### config.mk
export PLATFORM = sky130hd
export DESIGN_NAME = psc_device_flat
export DESIGN_NICKNAME = d
export VERILOG_FILES = /design/src/psc_pkg.sv /design/src/psc_link_if.sv /design/src/psc_device.sv /design/src/flat_wrapper.sv
export SDC_FILE = /design/constraint.sdc
export NUM_CORES = 1
export LEC_CHECK = 0
export ABC_AREA = 1
export BUFFER_PORTS_ARGS = -buffer_cell sky130_fd_sc_hd__buf_2
export CORE_MARGIN = 1.5
export CORE_UTILIZATION = 50
export CTS_BUF_LIST = sky130_fd_sc_hd__clkbuf_2 sky130_fd_sc_hd__clkbuf_4 sky130_fd_sc_hd__clkbuf_8
export DETAILED_ROUTE_END_ITERATION = 16
export HOLD_SLACK_MARGIN = 0.03
export PLACE_DENSITY = 0.67
export SYNTH_ARGS = -nofsm -noshare
export SYNTH_HDL_FRONTEND = slang
export SYNTH_SLANG_ARGS = --single-unit
### constraint.sdc
create_clock -name mclk -period 2.55 [get_ports mclk]
set_clock_uncertainty 0.1 [all_clocks]
set_input_delay 0.51 -clock mclk [delete_from_list [all_inputs] [get_ports mclk]]
set_output_delay 0.51 -clock mclk [all_outputs]
set_load 0.02 [all_outputs]
### src/psc_pkg.sv
// Purpose: Shared constants for the passive serial configuration link
// Assumes: 50 MHz mclk, 20 ns period
// Notes:   Times in their own units, cycle counts derived from them
package psc_pkg;
    localparam int CLK_NS             = 20;
    localparam int REQ_LOW_NS         = 500;
    localparam int REQ_LOW_CYC        = (REQ_LOW_NS + CLK_NS - 1) / CLK_NS;
    localparam int STATUS_LOW_US      = 45;
    localparam int STATUS_LOW_CYC     = (STATUS_LOW_US * 1000 + CLK_NS - 1) / CLK_NS;
    localparam int POR_US             = 100;
    localparam int POR_CYC            = (POR_US * 1000 + CLK_NS - 1) / CLK_NS;
    localparam int REQ_TO_CLK_US      = 230;
    localparam int REQ_TO_CLK_CYC     = (REQ_TO_CLK_US * 1000 + CLK_NS - 1) / CLK_NS;
    localparam int READY_TO_CLK_US    = 2;
    localparam int READY_TO_CLK_CYC   = (READY_TO_CLK_US * 1000 + CLK_NS - 1) / CLK_NS;
    localparam int OSC_MIN_US         = 300;
    localparam int OSC_MAX_US         = 650;
    localparam int OSC_USERMODE_US    = 400;
    localparam int OSC_USERMODE_CYC   = (OSC_USERMODE_US * 1000 + CLK_NS - 1) / CLK_NS;
    localparam int USER_CLK_PERIODS   = 3192;
    localparam int DATA_BITS          = 8;
    localparam int BIT_CNT_W          = 3;
    localparam int TRAILING_FALLS     = 2;
    localparam int SCLK_HALF_CYC      = 4;
    localparam int LOAD_BYTES         = 16;
    localparam logic [7:0] LOAD_LAST  = 8'hFF;
endpackage
### src/psc_link_if.sv
// Purpose: Pin bundle between configuration host and device
// Assumes: Open-drain status and done lines with pull-ups
// Notes:   Wire levels resolved here from output enables
interface psc_link_if;
    logic reconfigRequestN;
    logic serialCfgClock;
    logic serialData;
    logic userStartupClock;
    logic statusOe;
    logic doneOe;
    logic cfgReadyErrorN;
    logic loadComplete;
    // Open drain: enable high pulls low, otherwise pull-up wins
    assign cfgReadyErrorN = ~statusOe;
    assign loadComplete   = ~doneOe;
    modport host
    (
        output reconfigRequestN, serialCfgClock, serialData, userStartupClock,
        input  cfgReadyErrorN, loadComplete
    );
    modport device
    (
        input  reconfigRequestN, serialCfgClock, serialData, userStartupClock,
        output statusOe, doneOe,
        input  cfgReadyErrorN, loadComplete
    );
endinterface

### src/psc_device.sv
// Purpose: Configuration port of the documented device
// Assumes: Host drives request, clock and data; pins sampled by mclk
// Notes:   Fixed-length bitstream of LOAD_BYTES bytes, last byte LOAD_LAST
// Summary of operation
// - Request low drives status, done low quickly
// - User mode lines high; status low during POR
// - Done stays low until load completes
// - Own status low pulse at least 45 us
// - Host waits 230 us before first clock
// - Host waits 2 us after status high
// - Oscillator start-up: user mode 300-650 us
// - Host runs user start-up clock promptly
// - User clock start-up: 3192 periods
// - Host keeps serial clock below maximum
// - Host holds serial clock steady in user mode
// - No one drives clock in active scheme
// - Host drives data line after configuration
// - Device samples data on rising clock
// - Host sends bytes least bit first
// - Host gives two falls after done
// - Host restarts when done never rises; this host only sets failed and returns to idle
module psc_device
    import psc_pkg::*;
(
    // Clock and reset
    input  wire logic mclk,
    input  wire logic sys_rst,
    // Start-up option
    input  wire logic useUserClock,
    // Link
    psc_link_if.device link,
    // User side
    output logic [7:0] byteData,
    output logic       byteValid,
    input  wire logic  byteReady,
    output logic       userMode
);
    typedef enum logic [4:0]
    {
        ST_RESET = 5'b00001,
        ST_LOAD  = 5'b00010,
        ST_INIT  = 5'b00100,
        ST_START = 5'b01000,
        ST_USER  = 5'b10000
    } psc_dev_state_t;

    psc_dev_state_t state_reg;
    logic [2:0]  reqSync_reg;
    logic [2:0]  sclkSync_reg;
    logic [1:0]  dataSync_reg;
    logic [2:0]  uclkSync_reg;
    logic [22:0] timer_reg;
    logic [11:0] uclkCnt_reg;
    logic [7:0]  shift_reg;
    logic [BIT_CNT_W-1:0] bitCnt_reg;
    logic [4:0]  byteCnt_reg;
    logic [1:0]  fallCnt_reg;
    logic        porDone_reg;
    logic        reqN;
    logic        sclkRise;
    logic        sclkFall;
    logic        uclkRise;
    logic        bitIn;
    logic [7:0]  shift_next;
    logic        wordStrobe;
    logic        bufReady;

    assign reqN       = reqSync_reg[1];
    assign sclkRise   = sclkSync_reg[1] & ~sclkSync_reg[2];
    assign sclkFall   = ~sclkSync_reg[1] & sclkSync_reg[2];
    assign uclkRise   = uclkSync_reg[1] & ~uclkSync_reg[2];
    assign bitIn      = dataSync_reg[1];
    assign shift_next = {bitIn, shift_reg[7:1]};
    assign wordStrobe = (state_reg == ST_LOAD) && sclkRise && link.cfgReadyErrorN
                        && (bitCnt_reg == BIT_CNT_W'(DATA_BITS - 1));

    // Pins cross two flops before use
    always_ff @(posedge mclk)
    begin
        reqSync_reg  <= {reqSync_reg[1:0], link.reconfigRequestN};
        sclkSync_reg <= {sclkSync_reg[1:0], link.serialCfgClock};
        dataSync_reg <= {dataSync_reg[0], link.serialData};
        uclkSync_reg <= {uclkSync_reg[1:0], link.userStartupClock};
    end

    always_ff @(posedge mclk)
    begin
        if (sys_rst)
        begin
            state_reg   <= ST_RESET;
            timer_reg   <= '0;
            porDone_reg <= 1'b0;
            uclkCnt_reg <= '0;
            fallCnt_reg <= '0;
            link.statusOe <= 1'b1;
            link.doneOe   <= 1'b1;
            userMode    <= 1'b0;
        end
        else if (!reqN && porDone_reg)
        begin
            // Sync delay keeps response well under 500 ns
            state_reg     <= ST_RESET;
            timer_reg     <= '0;
            link.statusOe <= 1'b1;
            link.doneOe   <= 1'b1;
            userMode      <= 1'b0;
        end
        else
        begin
            unique case (state_reg)
                ST_RESET:
                begin
                    timer_reg <= timer_reg + 23'd1;
                    // Status held for POR first, then for the minimum pulse
                    if (!porDone_reg && timer_reg >= 23'(POR_CYC - 1))
                    begin
                        porDone_reg <= 1'b1;
                        timer_reg   <= '0;
                    end
                    else if (porDone_reg && reqN && timer_reg >= 23'(STATUS_LOW_CYC - 1))
                    begin
                        link.statusOe <= 1'b0;
                        state_reg     <= ST_LOAD;
                    end
                end
                ST_LOAD:
                begin
                    if (wordStrobe && byteCnt_reg == 5'(LOAD_BYTES - 1))
                    begin
                        if (shift_next == LOAD_LAST)
                        begin
                            link.doneOe <= 1'b0;
                            fallCnt_reg <= '0;
                            state_reg   <= ST_INIT;
                        end
                        else
                        begin
                            link.statusOe <= 1'b1; // Bad stream flags error
                        end
                    end
                end
                ST_INIT:
                begin
                    if (sclkFall)
                        fallCnt_reg <= fallCnt_reg + 2'd1;
                    if (fallCnt_reg == 2'(TRAILING_FALLS))
                    begin
                        timer_reg   <= '0;
                        uclkCnt_reg <= '0;
                        state_reg   <= ST_START;
                    end
                end
                ST_START:
                begin
                    timer_reg <= timer_reg + 23'd1;
                    if (uclkRise)
                        uclkCnt_reg <= uclkCnt_reg + 12'd1;
                    if (!useUserClock && timer_reg >= 23'(OSC_USERMODE_CYC - 1))
                        state_reg <= ST_USER;
                    if (useUserClock && uclkCnt_reg == 12'(USER_CLK_PERIODS))
                        state_reg <= ST_USER;
                end
                ST_USER:
                begin
                    userMode <= 1'b1;
                end
            endcase
        end
    end

    // Bit and byte assembly
    always_ff @(posedge mclk)
    begin
        if (sys_rst || state_reg != ST_LOAD)
        begin
            bitCnt_reg  <= '0;
            byteCnt_reg <= '0;
            shift_reg   <= '0;
        end
        else if (sclkRise && link.cfgReadyErrorN)
        begin
            shift_reg  <= shift_next;
            bitCnt_reg <= bitCnt_reg + BIT_CNT_W'(1);
            if (wordStrobe)
                byteCnt_reg <= byteCnt_reg + 5'd1;
        end
    end

    // Two-entry output buffer; overflow only if user stalls for 16 serial clocks
    logic [7:0] buf0_reg;
    logic [7:0] buf1_reg;
    logic [1:0] bufCnt_reg;
    logic       popNow;
    assign bufReady = (bufCnt_reg != 2'd2);
    assign popNow   = byteValid && byteReady;
    always_ff @(posedge mclk)
    begin
        if (sys_rst)
        begin
            bufCnt_reg <= '0;
            buf0_reg   <= '0;
            buf1_reg   <= '0;
            byteValid  <= 1'b0;
        end
        else
        begin
            unique case ({wordStrobe && bufReady, popNow})
                2'b10:
                begin
                    if (bufCnt_reg == 2'd0)
                        buf0_reg <= shift_next;
                    else
                        buf1_reg <= shift_next;
                    bufCnt_reg <= bufCnt_reg + 2'd1;
                    byteValid  <= 1'b1;
                end
                2'b01:
                begin
                    buf0_reg   <= buf1_reg;
                    bufCnt_reg <= bufCnt_reg - 2'd1;
                    byteValid  <= (bufCnt_reg == 2'd2);
                end
                2'b11:
                begin
                    buf0_reg <= (bufCnt_reg == 2'd1) ? shift_next : buf1_reg;
                    buf1_reg <= shift_next;
                end
                default:
                begin
                end
            endcase
        end
    end
    // Valid kept in a flop so the output is registered
    assign byteData = buf0_reg;
endmodule

### src/flat_wrapper.sv
// flat-port wrapper written by rule: the top's interface ports become plain ports
module psc_device_flat import psc_pkg::*;
  (mclk, sys_rst, useUserClock, byteData, byteValid, byteReady, userMode, link_reconfigRequestN, link_serialCfgClock, link_serialData, link_userStartupClock, link_statusOe, link_doneOe);
  psc_link_if link_i ();
  input  wire logic mclk;
  input  wire logic sys_rst;
  input  wire logic useUserClock;
  output logic [7:0] byteData;
  output logic byteValid;
  input  wire logic byteReady;
  output logic userMode;
  input wire logic [$bits(link_i.reconfigRequestN)-1:0] link_reconfigRequestN;
  input wire logic [$bits(link_i.serialCfgClock)-1:0] link_serialCfgClock;
  input wire logic [$bits(link_i.serialData)-1:0] link_serialData;
  input wire logic [$bits(link_i.userStartupClock)-1:0] link_userStartupClock;
  output wire logic [$bits(link_i.statusOe)-1:0] link_statusOe;
  output wire logic [$bits(link_i.doneOe)-1:0] link_doneOe;
  assign link_i.reconfigRequestN = link_reconfigRequestN;
  assign link_i.serialCfgClock = link_serialCfgClock;
  assign link_i.serialData = link_serialData;
  assign link_i.userStartupClock = link_userStartupClock;
  assign link_statusOe = link_i.statusOe;
  assign link_doneOe = link_i.doneOe;
  psc_device u_core (.mclk(mclk), .sys_rst(sys_rst), .useUserClock(useUserClock), .link(link_i), .byteData(byteData), .byteValid(byteValid), .byteReady(byteReady), .userMode(userMode));
endmodule
==> results.md, run 1 <==
- Outcome: finished, final reports clean
- Die area: 0.00997 mm^2
- Worst Max-Slew Pin Slew: 0.745 ns
- CTS Buffer Depth: 2
- Area grow syn2layout: 8.64%
- Initial DRC count: 189
- Die width: 99.9 um
- Fin crit period: 2.29 ns
- DP HPWL: 7.31 mm
- CP required: 2.71 ns
- Layout cells sized above 1: 0.114
- Post-synth EDFFs: 0
- Max-cap violations: 0
- Post-CTS setup buffer count: 0
- Met2 Use GR: 0.339
- TritonCTS clock tree: yes
- Final TNS setup: 0 ns
- Die Height: 99.9 um
- Routed vias: 4153
- Largest net degree at the start of global routing: 22
- Share of the synthesized area in the top cell type: 0.384
- Slew headroom: 0.500
- RSZ-0062 raised after global routing: false
- Initial Util: 0.513
- DRT Pass-1 Iters: 4
- Residual DRC: 0
- Critical R2R Capture: u_core.byteData[0]
- Max Slew Vio Count: 0
- Most common cell on crit path: ha_1
- R2R depth: 11
- Pwr Density: 604 mW/mm^2
- Area leader, netlist: dfxtp_1
- Buf/Inv on CP: 2
- Ys flop type: dfxtp_1
- Syn Inst Count: 675
- GR met1 Demand/Resource: 0.280
- Worst setup path endpoint: u_core.byteData[0]
- CP Launch Point: u_core.bitCnt_reg[0]
- H-tree levels: 3
- WS Path Type: flip-flop to flip-flop
- VDD IR-drop max: 0.361 mV
- HP Start: link_serialData
- Worst hold path class: input pin to flip-flop
- Post-Syn Area: 0.00469 mm^2
- Root buffer cell: clkbuf_8
- Post-cts resize count: 0
- GRT Util Overall: 0.208
- Arrival @ worst endpoint: 2.46 ns
- Yosys warnings: 0
- # diodes: 0
- ANT nets after route: 0
- Most common cell in the netlist: nand2_1
- Vias in the first global route: 3821
- Cts hold-fix bufs: 0
- Synth area leaders: dfxtp_1 38%, nand2_1 11%, inv_1 7.7%
- Clock sinks: 90
- Crit end category: flip-flop
- Fmax: 0.436 GHz
- Most Crowded Layer GR: met2
- Max incr delay on CP: 0.44 ns
- Seq/Total Area, Yosys: 0.384
- CP startpoint kind: flip-flop
- Clock transition at the registers of the reported paths: 0.10 ns
- CP max FO: 8
- Distinct cells, synth: 40
- Final setup viols: 0
- Routing usage on met3: 0.0453
- Worst R2R Start: u_core.bitCnt_reg[0]
- Mean post-synth cell area: 6.95 um^2
- Fillers: 896
- CTS Buf Count: 9
- WL per Instance: 12.0 um
- Net Count, Synth: 699
- Worst-skew pair later-pin latency: 0.36 ns
- Final hold vios: 0
- R2R setup slack: 0.26 ns
- Crit share post-route: 0.900
- Total global routing overflow: 0
- Final Wtd Congestion: 0.857
- Row count: 35
- Commonest cells post-synth: 137 x nand2_1, 96 x inv_1, 96 x nor2_1
- Nets: 722
- Overall routed net length: 9.77 mm
- Via density: 5.10
- Global-route wire length before repair: 17.0 mm
- Synth Register Bits: 90
- Ports: 20
- Pleak: 0.00221 uW
- Crit path max-delay family: compound AO/OA/AOI/OAI gates
- WHS: 0.138 ns
- PortBufs: 19
- Worst-path cell chain: ha_1 > ha_1 > nand2_1 > nor2_4 > inv_1 > nor2_2 > ha_1 > a21oi_1 > o21ai_0 > o21ai_0 > inv_1
- CORE AREA: 0.00915 mm^2
- Largest register FFs: 23
- Crit path depth: 11
- Fraction of registers with async set/reset: 0
- Slowest CP cell: a21oi_1
- Initial antenna violation count: 0
layout by cell type (no fill, tap or decap), types with 16 or more instances in the layout:
cell type,count
nor2_1,94
xor2_1,17
o21ai_0,35
inv_1,96
nand3_1,36
nand2_1,137
a21oi_1,51
ha_1,16
buf_2,19
dfxtp_1,90
cell families after synthesis:
group                    share of synthesized area
AND/OR/NAND/NOR                              0.328
AO/OA/AOI/OAI                                0.111
adder cells (fa/ha/maj)                     0.0427
XOR/XNOR                                    0.0355
buffers and inverters                       0.0989
flip-flops                                   0.384
metal layers:
metal	up-vias	wire (um)	share of wire
li1	2192	-	-
met1	1903	4820	0.49
met4	0	95	0.0097
met3	8	360	0.037
met5	-	0	0
met2	50	4490	0.46
worst register-to-register path: stages, from the launching register on:
cell and delay (ns):
dfxtp_1 0.33, ha_1 0.21, ha_1 0.19, nand2_1 0.12, nor2_4 0.06, inv_1 0.13
nor2_2 0.07, ha_1 0.21, a21oi_1 0.44, o21ai_0 0.15, o21ai_0 0.16, inv_1 0.05
worst min path at each step:
stage	to	slack, ns	depth (start not counted)
after detailed placement	u_core.dataSync_reg[1]	0.22	0
after CTS	u_core.dataSync_reg[0]	0.12	1
final	u_core.dataSync_reg[0]	0.14	1
after global routing	u_core.dataSync_reg[0]	0.11	1
after global placement	u_core.dataSync_reg[1]	0.22	0
after floorplan	u_core.dataSync_reg[1]	0.21	0
stage by stage:
step,worst slack (ns),utilization,std cells,area [um^2],power (uW)
after floorplan,0.291,-,675,4690,2050
after global placement,0.230,0.535,798,4900,2160
after detailed placement,0.134,0.535,798,4900,2170
after CTS,0.142,0.556,814,5090,3120
after global routing,0.0569,0.557,814,5100,3280
final,0.256,0.557,814,5100,3080
area by class of cell:
| class | count | area, um^2 | area share |
|---|---|---|---|
| multi-input cells | 469 | 2430 | 0.478 |
| flip-flops and latches | 90 | 1800 | 0.353 |
| inverters | 103 | 389 | 0.0763 |
| repair buffers | 25 | 140 | 0.0275 |
| well taps | 111 | 139 | 0.0272 |
| clock buffers | 9 | 124 | 0.0243 |
| clock inverters | 7 | 68.8 | 0.0135 |
report_power, final:
part	internal (uW)	total [uW]	switching (uW)
clock network	378	935	558
registers	1470	1530	54.8
logic	180	618	437
total	2030	3080	1050
Note: power is estimated with default switching activity, not from simulation.
==> inputs of run 2 (changes only) <==
--- a/config.mk
+++ b/config.mk
@@ -8,11 +8,11 @@
 export ABC_AREA = 1
 export BUFFER_PORTS_ARGS = -buffer_cell sky130_fd_sc_hd__buf_2
 export CORE_MARGIN = 1.5
-export CORE_UTILIZATION = 50
+export CORE_UTILIZATION = 33
 export CTS_BUF_LIST = sky130_fd_sc_hd__clkbuf_2 sky130_fd_sc_hd__clkbuf_4 sky130_fd_sc_hd__clkbuf_8
 export DETAILED_ROUTE_END_ITERATION = 16
 export HOLD_SLACK_MARGIN = 0.03
-export PLACE_DENSITY = 0.67
+export SETUP_SLACK_MARGIN = 0.1
 export SYNTH_ARGS = -nofsm -noshare
 export SYNTH_HDL_FRONTEND = slang
 export SYNTH_SLANG_ARGS = --single-unit
==> constraint.sdc (replaced) <==
create_clock -name mclk -period 2.6 [get_ports mclk]
set_clock_uncertainty 0.1 [all_clocks]
set_input_delay 0.52 -clock mclk [delete_from_list [all_inputs] [get_ports mclk]]
set_output_delay 0.52 -clock mclk [all_outputs]
set_load 0.02 [all_outputs]
==> run 2 against run 1 <==
  * Global-route usage is 6.2 points lower
  * Critical path type unchanged
  * Largest power group unchanged
  * Clock power is 2% lower
  * Total power decreased by 1.5%
  * Highest routed layer unchanged
  * Count of clock-buffer cells in the layout unchanged
==> results.md, run 2 (synthesized netlist as in run 1, its figures left out) <==
- Commonest cells after routing, fill and taps aside: 136 x nand2_1, 96 x inv_1, 94 x nor2_1
- Fin area: 0.00521 mm^2
- Root buffer cell: clkbuf_8
- Pwr Density: 582 mW/mm^2
- VDD IR-drop max: 0.387 mV
- Crit share post-route: 0.900
- DP HPWL: 7.44 mm
- Initial DRC count: 206
- Most common cell after layout, fill and taps aside: nand2_1
- Crit end category: flip-flop
- Placed cells: 869
- Critical R2R Capture: u_core.byteData[7]
- TritonCTS clock tree: yes
- Vias in the first global route: 3727
- Initial Util: 0.338
- GRT Util Overall: 0.146
- Routed vias: 4150
- Max Slew Vio Count: 0
- Largest register FFs: 23
- Max-cap violations: 0
- Worst hold path class: input pin to flip-flop
- Clock sinks: 90
- PortBufs: 19
- Area grow syn2layout: 11.1%
- Final TNS setup: 0 ns
- Slew headroom: 0.582
- Final setup viols: 0
- H-tree levels: 3
- Worst-skew pair later-pin latency: 0.38 ns
- Residual DRC: 0
- # diodes: 0
- Overall routed net length: 10.3 mm
- Pleak: 0.00222 uW
- R2R setup slack: 0.26 ns
- Worst R2R Start: u_core.state_reg[3]
- WHS Path Cells: 1
- R2R depth: 13
- Worst Hold End: u_core.uclkSync_reg[0]
- Fmax: 0.428 GHz
- HP Start: link_userStartupClock
- Via density: 4.67
- Clock transition at the registers of the reported paths: 0.10 ns
- Outcome: finished, final reports clean
- Die width: 122 um
- Worst Max-Slew Pin Slew: 0.621 ns
- Die Height: 122 um
- DRT Pass-1 Iters: 4
- Layout cells sized above 1: 0.120
- WL per Instance: 11.6 um
- Total global routing overflow: 0
- Placed cell areas: 0.00500 mm^2
- Arrival @ worst endpoint: 2.53 ns
- CTS Buffer Depth: 2
- RSZ-0062 raised after global routing: false
- Global-route wire length before repair: 17.4 mm
- ANT nets after route: 0
- CP max FO: 8
- CP required: 2.79 ns
- CP startpoint kind: flip-flop
- WS Path Type: flip-flop to flip-flop
- Initial antenna violation count: 0
- Largest net degree at the start of global routing: 21
- Final Wtd Congestion: 0.827
- Fin crit period: 2.34 ns
- CORE AREA: 0.0139 mm^2
- Total power: 3030 uW
- Die area: 0.0149 mm^2
- Non-Filler Instances: 888
- Final hold vios: 0
- Fillers: 1509
- Ports: 20
- Row count: 43
- Nets: 727
- CTS Buf Count: 9
- Final core occ: 0.375
==> run 2: cell type report <==
class	instances	area (um^2)	share of cell area
tap	180	225	0.0432
clock buffer	9	124	0.0238
inverter	103	389	0.0747
sequential	90	1800	0.346
clock inverter	7	60.1	0.0115
multi-input combinational	469	2430	0.467
timing repair buffer	30	178	0.0341
==> run 2: worst max-delay path, stage by stage (launching register included) <==
cell      delay (ns)
dfxtp_1         0.35
nor2_2          0.13
nand4_1         0.24
nor2_4          0.18
inv_1           0.09
nor2_2          0.14
inv_1           0.08
ha_1            0.23
o21bai_1        0.16
buf_4           0.17
nand3_1         0.07
o21ai_0         0.08
o21ai_0         0.17
inv_1           0.06
==> run 2: how the worst max path moves through the flow <==
stage                              end                  from  slack, ns
global placement    u_core.byteData[5]   u_core.state_reg[2]       0.29
CTS                 u_core.byteData[7]   u_core.state_reg[2]       0.11
finish              u_core.byteData[7]   u_core.state_reg[3]       0.26
floorplan           u_core.buf1_reg[5]  u_core.bitCnt_reg[0]       0.34
global route        u_core.byteData[7]   u_core.state_reg[3]       0.08
detailed placement  u_core.byteData[7]   u_core.state_reg[2]       0.14
==> run 2: per-layer routing <==
metal | track usage | vias up | wire length (um)
met1 | 0.196 | 1861 | 5200
met5 | 0 | - | 0
met3 | 0.0293 | 14 | 308
met2 | 0.229 | 63 | 4560
li1 | - | 2212 | -
met4 | 0.0632 | 0 | 195
==> run 2: repair_timing <==
item,4_1_cts,5_1_grt
setup endpoints to repair,0,8
hold buffers,0,0
endpoints found under the hold margin,0,0
setup buffers,0,3
gates resized for setup,0,4
==> run 2: through the flow <==
stage               hold WS, ns  setup WS [ns]
finish                    0.128          0.261
global route              0.102         0.0847
CTS                       0.105          0.106
detailed placement        0.213          0.136
global placement          0.211          0.292
floorplan                 0.210          0.341
==> run 2: power by group <==
part	internal, uW	total [uW]	leakage (uW)	switching [uW]
logic	185	615	0.00140	430
registers	1450	1500	0.000730	53.0
clock network	363	920	0.0000897	557
